===== config.mk =====
export PLATFORM = sky130hd
export DESIGN_NAME = ccf_capture_top
export DESIGN_NICKNAME = d
export VERILOG_FILES = /design/src/ccf_pkg.sv /design/src/ccf_pix_if.sv /design/src/ccf_capture_top.sv /design/src/ccf_sync_decoder.sv /design/src/ccf_word_packer.sv
export SDC_FILE = /design/constraint.sdc
export NUM_CORES = 1
export LEC_CHECK = 0
export ABC_AREA = 1
export BUFFER_PORTS_ARGS = -buffer_cell sky130_fd_sc_hd__buf_2
export CORE_ASPECT_RATIO = 1.2
export CORE_MARGIN = 4
export CORE_UTILIZATION = 60
export DETAILED_ROUTE_END_ITERATION = 10
export HOLD_SLACK_MARGIN = 0.12
export PLACE_DENSITY_LB_ADDON = 0.12
export SYNTH_ARGS = -nofsm -noshare
export SYNTH_HDL_FRONTEND = slang
export SYNTH_SLANG_ARGS = --single-unit

===== constraint.sdc =====
create_clock -name ref_clk -period 21.9 [get_ports ref_clk]
set_input_delay 4.38 -clock ref_clk [delete_from_list [all_inputs] [get_ports ref_clk]]
set_output_delay 4.38 -clock ref_clk [all_outputs]
set_load 0.02 [all_outputs]

===== src/ccf_pkg.sv =====
// Constants shared by the camera capture front end.
// Assumes a 20 MHz ref_clk and byte-wide register offsets.
package ccf_pkg;
  localparam logic [7:0] ADDR_SRCFMT = 8'h00;
  localparam logic [7:0] ADDR_GCTRL = 8'h08;
  localparam logic [7:0] ADDR_CMD = 8'h10;
  localparam logic [7:0] ADDR_STATUS = 8'h14;
  localparam logic [31:0] SRCFMT_RST = 32'h0000_0000;
  localparam logic [31:0] GCTRL_RST = 32'h0000_0000;
  localparam logic [8:0] CMD_RST = 9'h000;
  localparam int SRC_MODE_BIT = 31;
  localparam int SRC_HS_LSB = 16;
  localparam int SRC_VS_LSB = 0;
  localparam int SIZE_W = 13;
  localparam int GC_BLOCK_SOFT_RESET = 31;
  localparam int GC_CAMRST = 30;
  localparam int GC_INV_PCLK = 26;
  localparam int GC_INV_FS = 25;
  localparam int GC_INV_LV = 24;
  localparam int CMD_W = 9;
  localparam int CMD_GLOBAL = 0;
  localparam int CMD_CODEC = 1;
  localparam int CMD_PRV = 2;
  localparam int CMD_LAST = 3;
  localparam int CMD_MIR_LSB = 4;
  localparam int CMD_RGB24 = 6;
  localparam int CMD_C420 = 7;
  localparam int CMD_SCALE = 8;
  localparam int ST_FS = 31;
  localparam int ST_FCNT_LSB = 26;
  localparam int ST_FIELD = 25;
  localparam int ST_COVF = 24;
  localparam int ST_CLR_COVF = 24;
  localparam logic [12:0] MAX_IN = 13'd4096;
  localparam logic [12:0] MAX_SCALED = 13'd2048;
  localparam logic [12:0] PRV_MAX_W = 13'd640;
  localparam logic [12:0] PRV_MAX_H = 13'd480;
  localparam logic [7:0] PRE_ONE = 8'hFF;
  localparam logic [7:0] PRE_ZERO = 8'h00;
  localparam int XY_ONE = 7;
  localparam int XY_F = 6;
  localparam int XY_V = 5;
  localparam int XY_H = 4;
  localparam logic [1:0] MCLK_HALF = 2'h1;
  localparam int NUM_PLANES = 3;
  typedef enum logic [1:0] {PH_Y0, PH_CB, PH_Y1, PH_CR} ccf_phase_e;
  typedef enum logic [1:0] {DS_IDLE, DS_FF, DS_Z1, DS_Z2} ccf_dstate_e;
endpackage


===== src/ccf_pix_if.sv =====
// Byte stream into the reference-code decoder and its decoded flags.
// Both ends run on ref_clk.
`timescale 1ns/100ps
`default_nettype none
interface ccf_pix_if;
  logic [7:0] px_data;
  logic px_stb;
  logic code_stb;
  logic code_f;
  logic code_v;
  logic code_h;
  modport cap (output px_data, output px_stb,
               input code_stb, input code_f, input code_v, input code_h);
  modport dec (input px_data, input px_stb,
               output code_stb, output code_f, output code_v, output code_h);
endinterface
`default_nettype wire


===== src/ccf_capture_top.sv =====
// Camera capture front end: pin sampling, sync decode, command latch,
// preview and codec word streams. Assumes ref_clk well above pixel rate.
//
// Notes on behaviour
// - FF 00 00 preamble starts a reference code
// - H flag 0 opens, 1 closes active video
// - V flag high means field blanking, frame sync
// - F flag selects first or second field
// - Code word: one, F, V, H, protection
// - Input up to 4096 square, 2048 scaled
// - Preview max 640x480, codec up to 4096
// - Programmable polarity of clock and syncs
// - Pixel and bus timing kept unrelated
// - Separate preview RGB and codec YCbCr paths
// - Four rotating buffers, codec has three planes
// - Codec words little-endian, earliest byte low
// - RGB24 one pixel, RGB16 two per word
// - Commands take effect at frame sync fall
// - Frame sync level readable in status
// - X mirror, Y mirror or 180 rotation
// - Frame interrupt at start, last at end
// - Last-frame enable clears itself after use
// - Frame counter steps 0 to 3 per interrupt
// - Codec overflow when preview runs alone
// - Mode bit 31: 1 separate syncs, 0 embedded
`timescale 1ns/100ps
`default_nettype none
module ccf_capture_top (
  input wire logic ref_clk,
  input wire logic rstn,
  input wire logic cam_pixel_clock,
  input wire logic cam_frame_sync,
  input wire logic cam_line_valid,
  input wire logic [7:0] cam_pixel_bus,
  output logic cam_master_clock_out,
  output logic cam_reset_out,
  input wire logic [7:0] reg_addr,
  input wire logic [31:0] reg_wdata,
  input wire logic reg_wr,
  input wire logic reg_rd,
  output logic [31:0] reg_rdata,
  output logic frame_irq,
  output logic prv_wr_valid,
  output logic [31:0] prv_wr_data,
  output logic [1:0] prv_wr_buf,
  output logic [12:0] prv_wr_x,
  output logic [12:0] prv_wr_y,
  output logic cod_wr_valid,
  output logic [31:0] cod_wr_data,
  output logic [1:0] cod_wr_plane,
  output logic [1:0] cod_wr_buf,
  output logic [12:0] cod_wr_x,
  output logic [12:0] cod_wr_y
);
  import ccf_pkg::*;

  logic [1:0] rst_sync_q;
  logic rst_n;
  logic [31:0] srcfmt_q;
  logic [31:0] gctrl_q;
  logic [CMD_W-1:0] cmd_pend_q;
  logic [CMD_W-1:0] cmd_act_q;
  logic [10:0] pin_s1_q;
  logic [10:0] pin_s2_q;
  logic pclk_prev_q;
  logic fs_prev_q;
  logic lv_prev_q;
  logic [1:0] mclk_cnt_q;
  logic fs_emb_q;
  logic lv_emb_q;
  logic field_q;
  logic [1:0] fcnt_q;
  logic [1:0] cur_buf_q;
  logic last_arm_q;
  logic covf_q;
  ccf_phase_e phase_q;
  logic [12:0] xcnt_q;
  logic [12:0] ycnt_q;
  logic [7:0] y0_q;
  logic [7:0] y1_q;
  logic [7:0] cb_q;
  logic [7:0] cr_q;
  logic pend_q;
  logic pclk_s;
  logic fs_s;
  logic lv_s;
  logic pix_stb;
  logic mode_601;
  logic frame_sync;
  logic line_act;
  logic fs_fall;
  logic fs_rise;
  logic soft_rst;
  logic capturing;
  logic cod_run;
  logic prv_run;
  logic [12:0] hs_eff;
  logic [12:0] vs_eff;
  logic [12:0] in_lim;
  logic [NUM_PLANES-1:0] pk_in;
  logic [NUM_PLANES-1:0] pk_out;
  logic [31:0] pk_word [NUM_PLANES];
  ccf_pix_if pix ();

  function automatic logic [12:0] mir_pos(input logic [12:0] pos,
                                          input logic [12:0] size,
                                          input logic flip);
    mir_pos = flip ? 13'(size - 13'd1 - pos) : pos;
  endfunction

  function automatic logic [15:0] rgb16(input logic [7:0] r,
                                        input logic [7:0] g,
                                        input logic [7:0] b);
    rgb16 = {r[7:3], g[7:2], b[7:3]};
  endfunction

  always_ff @(posedge ref_clk or negedge rstn) begin
    if (!rstn) begin
      rst_sync_q <= 2'b00;
    end else begin
      rst_sync_q <= {rst_sync_q[0], 1'b1};
    end
  end
  assign rst_n = rst_sync_q[1];

  // Pins come from the camera's timing: two stages before any use
  always_ff @(posedge ref_clk or negedge rst_n) begin
    if (!rst_n) begin
      pin_s1_q <= 11'h000;
      pin_s2_q <= 11'h000;
    end else begin
      pin_s1_q <= {cam_pixel_clock, cam_frame_sync, cam_line_valid,
                   cam_pixel_bus};
      pin_s2_q <= pin_s1_q;
    end
  end

  assign pclk_s = pin_s2_q[10] ^ gctrl_q[GC_INV_PCLK];
  assign fs_s = pin_s2_q[9] ^ gctrl_q[GC_INV_FS];
  assign lv_s = pin_s2_q[8] ^ gctrl_q[GC_INV_LV];
  assign pix_stb = pclk_s && !pclk_prev_q;
  assign mode_601 = srcfmt_q[SRC_MODE_BIT];
  assign frame_sync = mode_601 ? fs_s : fs_emb_q;
  assign line_act = mode_601 ? lv_s : lv_emb_q;
  assign fs_fall = fs_prev_q && !frame_sync;
  assign fs_rise = !fs_prev_q && frame_sync;
  assign soft_rst = gctrl_q[GC_BLOCK_SOFT_RESET];
  assign capturing = cmd_act_q[CMD_GLOBAL];
  assign cod_run = capturing && cmd_act_q[CMD_CODEC];
  assign prv_run = capturing && cmd_act_q[CMD_PRV];
  assign in_lim = cmd_act_q[CMD_SCALE] ? MAX_SCALED : MAX_IN;
  assign hs_eff = (srcfmt_q[SRC_HS_LSB +: SIZE_W] > in_lim) ?
                  in_lim : srcfmt_q[SRC_HS_LSB +: SIZE_W];
  assign vs_eff = (srcfmt_q[SRC_VS_LSB +: SIZE_W] > in_lim) ?
                  in_lim : srcfmt_q[SRC_VS_LSB +: SIZE_W];

  always_ff @(posedge ref_clk or negedge rst_n) begin
    if (!rst_n) begin
      pclk_prev_q <= 1'b0;
      fs_prev_q <= 1'b0;
      lv_prev_q <= 1'b0;
    end else begin
      pclk_prev_q <= pclk_s;
      fs_prev_q <= frame_sync;
      lv_prev_q <= line_act;
    end
  end

  assign pix.px_data = pin_s2_q[7:0];
  assign pix.px_stb = pix_stb && !mode_601;

  ccf_sync_decoder u_dec (
    .clk (ref_clk),
    .rst_n (rst_n),
    .px (pix)
  );

  // Line stays open from SAV to EAV; a SAV only opens it outside field blanking
  always_ff @(posedge ref_clk or negedge rst_n) begin
    if (!rst_n) begin
      fs_emb_q <= 1'b0;
      lv_emb_q <= 1'b0;
      field_q <= 1'b0;
    end else if (pix.code_stb) begin
      fs_emb_q <= pix.code_v;
      field_q <= pix.code_f;
      lv_emb_q <= !pix.code_h && !pix.code_v;
    end
  end

  always_ff @(posedge ref_clk or negedge rst_n) begin
    if (!rst_n) begin
      mclk_cnt_q <= 2'h0;
      cam_master_clock_out <= 1'b0;
    end else if (mclk_cnt_q == MCLK_HALF) begin
      mclk_cnt_q <= 2'h0;
      cam_master_clock_out <= !cam_master_clock_out;
    end else begin
      mclk_cnt_q <= mclk_cnt_q + 2'h1;
    end
  end
  assign cam_reset_out = gctrl_q[GC_CAMRST];

  always_ff @(posedge ref_clk or negedge rst_n) begin
    if (!rst_n) begin
      srcfmt_q <= SRCFMT_RST;
      gctrl_q <= GCTRL_RST;
    end else if (reg_wr) begin
      if (reg_addr == ADDR_SRCFMT) begin
        srcfmt_q <= reg_wdata;
      end
      if (reg_addr == ADDR_GCTRL) begin
        gctrl_q <= reg_wdata;
      end
    end
  end

  // Software writes only the pending copy; the active copy moves at
  // the frame sync fall so a frame never sees a half-written command
  always_ff @(posedge ref_clk or negedge rst_n) begin
    if (!rst_n) begin
      cmd_pend_q <= CMD_RST;
      cmd_act_q <= CMD_RST;
      last_arm_q <= 1'b0;
    end else if (soft_rst) begin
      cmd_act_q <= CMD_RST;
      last_arm_q <= 1'b0;
    end else begin
      if (reg_wr && reg_addr == ADDR_CMD) begin
        cmd_pend_q <= reg_wdata[CMD_W-1:0];
      end else if (fs_rise && last_arm_q) begin
        cmd_pend_q[CMD_LAST] <= 1'b0;
      end
      if (fs_fall) begin
        cmd_act_q <= cmd_pend_q;
        last_arm_q <= cmd_pend_q[CMD_LAST] && cmd_pend_q[CMD_GLOBAL];
      end else if (fs_rise && last_arm_q) begin
        last_arm_q <= 1'b0;
      end
    end
  end

  // Ordinary interrupt opens a frame; the armed last one fires at its frame sync rise
  always_ff @(posedge ref_clk or negedge rst_n) begin
    if (!rst_n) begin
      frame_irq <= 1'b0;
      fcnt_q <= 2'h0;
      cur_buf_q <= 2'h0;
    end else if (soft_rst) begin
      frame_irq <= 1'b0;
      fcnt_q <= 2'h0;
    end else begin
      frame_irq <= 1'b0;
      if ((fs_fall && cmd_pend_q[CMD_GLOBAL]) || (fs_rise && last_arm_q)) begin
        frame_irq <= 1'b1;
        fcnt_q <= fcnt_q + 2'h1;
      end
      if (fs_fall) begin
        cur_buf_q <= fcnt_q;
      end
    end
  end

  always_ff @(posedge ref_clk or negedge rst_n) begin
    if (!rst_n) begin
      covf_q <= 1'b0;
    end else if (prv_run && !cmd_act_q[CMD_CODEC] && line_act && pix_stb) begin
      covf_q <= 1'b1;
    end else if (reg_wr && reg_addr == ADDR_STATUS &&
                 reg_wdata[ST_CLR_COVF]) begin
      covf_q <= 1'b0;
    end
  end

  always_ff @(posedge ref_clk or negedge rst_n) begin
    if (!rst_n) begin
      reg_rdata <= 32'h0000_0000;
    end else begin
      reg_rdata <= 32'h0000_0000;
      if (reg_rd) begin
        case (reg_addr)
          ADDR_SRCFMT: reg_rdata <= srcfmt_q;
          ADDR_GCTRL: reg_rdata <= gctrl_q;
          ADDR_CMD: reg_rdata <= 32'(cmd_pend_q);
          ADDR_STATUS: begin
            reg_rdata[ST_FS] <= frame_sync;
            reg_rdata[ST_FCNT_LSB +: 2] <= fcnt_q;
            reg_rdata[ST_FIELD] <= field_q;
            reg_rdata[ST_COVF] <= covf_q;
            reg_rdata[CMD_W-1:0] <= cmd_act_q;
          end
          default: reg_rdata <= 32'h0000_0000;
        endcase
      end
    end
  end

  // Byte order fixed at Y0 Cb Y1 Cr
  always_ff @(posedge ref_clk or negedge rst_n) begin
    if (!rst_n) begin
      phase_q <= PH_Y0;
      xcnt_q <= 13'h0000;
      ycnt_q <= 13'h0000;
      y0_q <= 8'h00;
      y1_q <= 8'h00;
      cb_q <= 8'h00;
      cr_q <= 8'h00;
    end else if (fs_fall || soft_rst) begin
      phase_q <= PH_Y0;
      xcnt_q <= 13'h0000;
      ycnt_q <= 13'h0000;
    end else if (lv_prev_q && !line_act) begin
      phase_q <= PH_Y0;
      xcnt_q <= 13'h0000;
      ycnt_q <= 13'(ycnt_q + 13'd1);
    end else if (pix_stb && line_act) begin
      case (phase_q)
        PH_Y0: begin
          y0_q <= pix.px_data;
          phase_q <= PH_CB;
        end
        PH_CB: begin
          cb_q <= pix.px_data;
          phase_q <= PH_Y1;
        end
        PH_Y1: begin
          y1_q <= pix.px_data;
          phase_q <= PH_CR;
        end
        default: begin
          cr_q <= pix.px_data;
          phase_q <= PH_Y0;
          xcnt_q <= 13'(xcnt_q + 13'd2);
        end
      endcase
    end
  end

  generate
    for (genvar i = 0; i < NUM_PLANES; i++) begin : g_plane
      ccf_word_packer u_pack (
        .clk (ref_clk),
        .rst_n (rst_n),
        .clear (fs_fall || soft_rst),
        .in_valid (pk_in[i]),
        .in_byte (pix.px_data),
        .out_valid (pk_out[i]),
        .out_word (pk_word[i])
      );
    end
  endgenerate

  // 4:2:0 drops chroma on odd lines; bytes past the size limit are lost
  always_comb begin
    pk_in = '0;
    if (cod_run && pix_stb && line_act && xcnt_q < hs_eff &&
        ycnt_q < vs_eff) begin
      pk_in[0] = phase_q == PH_Y0 || phase_q == PH_Y1;
      pk_in[1] = phase_q == PH_CB &&
                 !(cmd_act_q[CMD_C420] && ycnt_q[0]);
      pk_in[2] = phase_q == PH_CR &&
                 !(cmd_act_q[CMD_C420] && ycnt_q[0]);
    end
  end

  always_ff @(posedge ref_clk or negedge rst_n) begin
    if (!rst_n) begin
      cod_wr_valid <= 1'b0;
      cod_wr_data <= 32'h0000_0000;
      cod_wr_plane <= 2'h0;
      cod_wr_buf <= 2'h0;
      cod_wr_x <= 13'h0000;
      cod_wr_y <= 13'h0000;
    end else begin
      cod_wr_valid <= |pk_out;
      if (|pk_out) begin
        cod_wr_data <= pk_out[1] ? pk_word[1] :
                       pk_out[2] ? pk_word[2] : pk_word[0];
        cod_wr_plane <= pk_out[1] ? 2'h1 : pk_out[2] ? 2'h2 : 2'h0;
        cod_wr_buf <= cur_buf_q;
        cod_wr_x <= mir_pos(xcnt_q, hs_eff,
                            cmd_act_q[CMD_MIR_LSB+1]);
        cod_wr_y <= mir_pos(ycnt_q, vs_eff,
                            cmd_act_q[CMD_MIR_LSB]);
      end
    end
  end

  // Colour conversion belongs to the scaler; raw components map to RGB
  always_ff @(posedge ref_clk or negedge rst_n) begin
    if (!rst_n) begin
      pend_q <= 1'b0;
      prv_wr_valid <= 1'b0;
      prv_wr_data <= 32'h0000_0000;
      prv_wr_buf <= 2'h0;
      prv_wr_x <= 13'h0000;
      prv_wr_y <= 13'h0000;
    end else begin
      prv_wr_valid <= 1'b0;
      pend_q <= 1'b0;
      if (prv_run && pix_stb && line_act && phase_q == PH_CR &&
          xcnt_q < PRV_MAX_W && ycnt_q < PRV_MAX_H) begin
        prv_wr_valid <= 1'b1;
        prv_wr_buf <= cur_buf_q;
        prv_wr_x <= mir_pos(xcnt_q, PRV_MAX_W,
                            cmd_act_q[CMD_MIR_LSB+1]);
        prv_wr_y <= mir_pos(ycnt_q, PRV_MAX_H,
                            cmd_act_q[CMD_MIR_LSB]);
        if (cmd_act_q[CMD_RGB24]) begin
          prv_wr_data <= {8'h00, pix.px_data, y0_q, cb_q};
          pend_q <= 1'b1;
        end else begin
          prv_wr_data <= {rgb16(pix.px_data, y1_q, cb_q),
                          rgb16(pix.px_data, y0_q, cb_q)};
        end
      end else if (pend_q) begin
        prv_wr_valid <= 1'b1;
        prv_wr_data <= {8'h00, cr_q, y1_q, cb_q};
        prv_wr_x <= cmd_act_q[CMD_MIR_LSB+1] ?
                    13'(prv_wr_x - 13'd1) : 13'(prv_wr_x + 13'd1);
      end
    end
  end
endmodule
`default_nettype wire


===== src/ccf_sync_decoder.sv =====
// Finds embedded timing reference codes in the sampled byte stream.
// Bytes arrive as one-cycle strobes on ref_clk.
`timescale 1ns/100ps
`default_nettype none
module ccf_sync_decoder (
  input wire logic clk,
  input wire logic rst_n,
  ccf_pix_if.dec px
);
  import ccf_pkg::*;
  ccf_dstate_e st_q;

  always_ff @(posedge clk or negedge rst_n) begin
    if (!rst_n) begin
      st_q <= DS_IDLE;
    end else if (px.px_stb) begin
      case (st_q)
        DS_FF: st_q <= (px.px_data == PRE_ZERO) ? DS_Z1 :
                       (px.px_data == PRE_ONE) ? DS_FF : DS_IDLE;
        DS_Z1: st_q <= (px.px_data == PRE_ZERO) ? DS_Z2 :
                       (px.px_data == PRE_ONE) ? DS_FF : DS_IDLE;
        default: st_q <= (px.px_data == PRE_ONE) ? DS_FF : DS_IDLE;
      endcase
    end
  end

  // Protection nibble is not checked; a bad code is rare and self-heals
  always_ff @(posedge clk or negedge rst_n) begin
    if (!rst_n) begin
      px.code_stb <= 1'b0;
      px.code_f <= 1'b0;
      px.code_v <= 1'b0;
      px.code_h <= 1'b0;
    end else begin
      px.code_stb <= px.px_stb && st_q == DS_Z2 && px.px_data[XY_ONE];
      if (px.px_stb && st_q == DS_Z2) begin
        px.code_f <= px.px_data[XY_F];
        px.code_v <= px.px_data[XY_V];
        px.code_h <= px.px_data[XY_H];
      end
    end
  end
endmodule
`default_nettype wire


===== src/ccf_word_packer.sv =====
// Packs bytes into 32-bit words, earliest byte in the low lane.
// Clear restarts the lane count at a frame boundary.
`timescale 1ns/100ps
`default_nettype none
module ccf_word_packer (
  input wire logic clk,
  input wire logic rst_n,
  input wire logic clear,
  input wire logic in_valid,
  input wire logic [7:0] in_byte,
  output logic out_valid,
  output logic [31:0] out_word
);
  logic [1:0] lane_q;
  logic [23:0] acc_q;

  always_ff @(posedge clk or negedge rst_n) begin
    if (!rst_n) begin
      lane_q <= 2'h0;
      acc_q <= 24'h00_0000;
      out_valid <= 1'b0;
      out_word <= 32'h0000_0000;
    end else begin
      out_valid <= 1'b0;
      if (clear) begin
        lane_q <= 2'h0;
      end else if (in_valid) begin
        lane_q <= lane_q + 2'h1;
        if (lane_q == 2'h3) begin
          out_word <= {in_byte, acc_q};
          out_valid <= 1'b1;
        end else begin
          acc_q[8*lane_q +: 8] <= in_byte;
        end
      end
    end
  end
endmodule
`default_nettype wire


==> metrics <==
RSZ-0062 raised after global routing no; worst slack at placement 14.55 ns; post-DR vias/cell ~5.7; Mapped Area 25500 sq um; Hold WS around 0.34 ns; GPL Wtd Cong around 0.9; synth-to-layout area growth 10.9%; yosys warns 0; Crit Reg-Reg Startpoint cmd_act_q[8]; synth unique cells 53; r2r endpoint g_plane[1].u_pack.out_word[30]; Clock Sinks between 500 and 600; GR Overflow Total 0; crit path capture type flop; Post-Layout Inst Area roughly 28000 sq um; # resized after CTS 0; final clock skew approximately 0.016 ns; top cells by area, synth dfrtp_1, nand2_1, o21ai_0; Fmax between 100 and 150 MHz; cell count after synthesis just over 3000; antenna-violating nets left 0; vias in the first global route approximately 21000; Setup violations, final 0; n_diodes 0; Worst Slack Setup Final about 15 ns; Pre-Repair DR Iteration Count 7; Finished Layout Cells approximately 3800; # port buffers around 210; Post-synth EDFFs 0; per-cell routed wire length between 15 and 20 um; Hold Vio Cnt, Final 0; aggregate routed wire length roughly 70 mm; Final HPWL DP 49.1 mm; first-pass GRT wire length approximately 110 mm; nets about 3300; clk_lat worst skew approximately 0.6 ns; Syn Area/Cell about 8.4 sq um; register area 13000 sq um; Hold Path Sink pin_s2_q[6]; Num CTS Buffers 52; biggest area consumer among synthesized cells dfrtp_1; Critical Path Source Type input pin; post-synthesis register bit count between 500 and 600; via count roughly 22000; Final Slew Violations 0; top-count cell post-synth nand2_1; DP Cell Count about 3700; Mapped Nets 3197; final period utilization around a third; Setup TNS Final 0 ns; Hold WC Path Type reg2reg; Hold Path Origin pin_s1_q[6]; hold path depth 0; Multi-input gate area between 10000 and 15000 sq um; Worst EP arrival 7.35 ns; H-tree depth 2; placed inst area around 27000 sq um; height of the chip between 200 and 250 um; # DRC 0; fraction of registers with async set/reset between 90% and 100%; status completed; number of max-cap violations 0; IO Pins about 210; Iter 0 DRT Violations between 1500 and 2000; CTS root buf clkbuf_16; worst setup path class in2reg; total die area 45800 sq um; row cnt between 80 and 90; Synth top area share around 51%; TritonCTS clock tree built; Post-synth top cells nand2_1, dfrtp_1, o21ai_0; Worst IR Drop VDD roughly 0.057 mV; largest net degree at the start of global routing approximately 170; number of post-CTS setup repair buffers 0; Pwr Density roughly 74 nW/um^2; Final Total Pwr between 2 and 2.5 mW; clk slew on worst S/H paths ~0.06 ns; Clock Path Buffers 3; initial antenna violation count 0; worst-margin pin slew roughly 1.1 ns; gr usage total roughly 30%; sequential area share after synthesis about 51%; die width a little under 200 um; Slew HR 28.4%; Starting Density 60.8%; Reg2Reg Depth 20; Worst Path Max Fanout 64; Top FF cell, synth dfrtp_1; minimum clock period ~6.9 ns; share of cells above drive strength 1 between 10% and 20%; core area 41900 sq um; cts hold-fix bufs 0; flop-to-flop setup slack between 15 and 20 ns; Critical Path RT approximately 22 ns; static leakage about 15 nW; post-layout util about two thirds; Fillers around 3600
## worst max-delay path by stage
stage	start	endpoint	slack [ns]	depth (start not counted)
final	reg_addr[1]	srcfmt_q[19]	15.03	8
after global routing	reg_addr[1]	srcfmt_q[19]	14.76	9
after CTS	reg_addr[7]	srcfmt_q[19]	15.13	8
after detailed placement	reg_addr[7]	srcfmt_q[26]	14.55	8
after global placement	reg_addr[7]	srcfmt_q[28]	14.70	8
after floorplan	rst_sync_q[1]	cam_master_clock_out	6.30	0
## cell families after synthesis
group / count (synthesis) / share of synthesized area [%]
buffers and inverters: 423 / 6.95
DFF: 521 / 51.2
xor gates and xnor gates: 26 / 0.894
other: 1 / 0.0147
adders and majority gates: 96 / 4.81
muxes: 1 / 0.0393
AOI/OAI and AO/OA: 465 / 9.89
and+or+nand+nor: 1513 / 26.2
## where the power goes
part	internal (mW)	switching, mW	total (mW)
sequential	0.994	0.0316	1.03
clock	0.493	0.375	0.868
combinational	0.0556	0.138	0.193
## cells in the final DEF, fill, tap and decap left out, types with 11 or more instances in the layout
master	count
a21oi_1	107
a221oi_1	11
buf_2	213
buf_4	17
clkbuf_1	12
clkbuf_16	52
dfrtp_1	520
ha_1	93
inv_1	258
nand2_1	926
nand3_1	118
nand4_1	182
nor2_1	177
nor3_1	56
o211ai_1	13
o21ai_0	268
o22ai_1	20
xnor2_1	13
xor2_1	13
## critical path: stages
cell and delay (ns):
buf_2 0.10, nor2_1 0.17, nand2_1 0.07, nor2_1 0.22
nand2_1 0.18, inv_1 0.79, nand2_2 0.90, o21ai_0 0.50
## state kept, by name (all words and copies together), names as in the netlist, 32 cells and up
register and cells:
cod_wr_data 32, reg_rdata 32, g_plane.u_pack.out_word 96, prv_wr_data 32, g_plane.u_pack.acc_q 72, srcfmt_q 32
gctrl_q 32
## final cells by class
class                           instances  share of cell area, %
Timing Repair Buffer                  231                   4.30
Clock buffer                           74                   5.26
Tap cell                              546                   2.42
Inverter                              266                   3.55
Sequential cell                       521                   46.2
Clock inverter                         12                  0.492
Multi-Input combinational cell       2102                   37.8
## routing by layer
| metal | routed length, um | global-route usage (%) | up-vias |
|---|---|---|---|
| met3 | 3830 | 4.18 | 188 |
| met5 | 0 | 0 | - |
| li1 | - | - | 10281 |
| met1 | 27900 | 38.2 | 10349 |
| met4 | 3420 | 13.5 | 0 |
| met2 | 35100 | 52.8 | 706 |
Power figures use the tool's default switching activity.
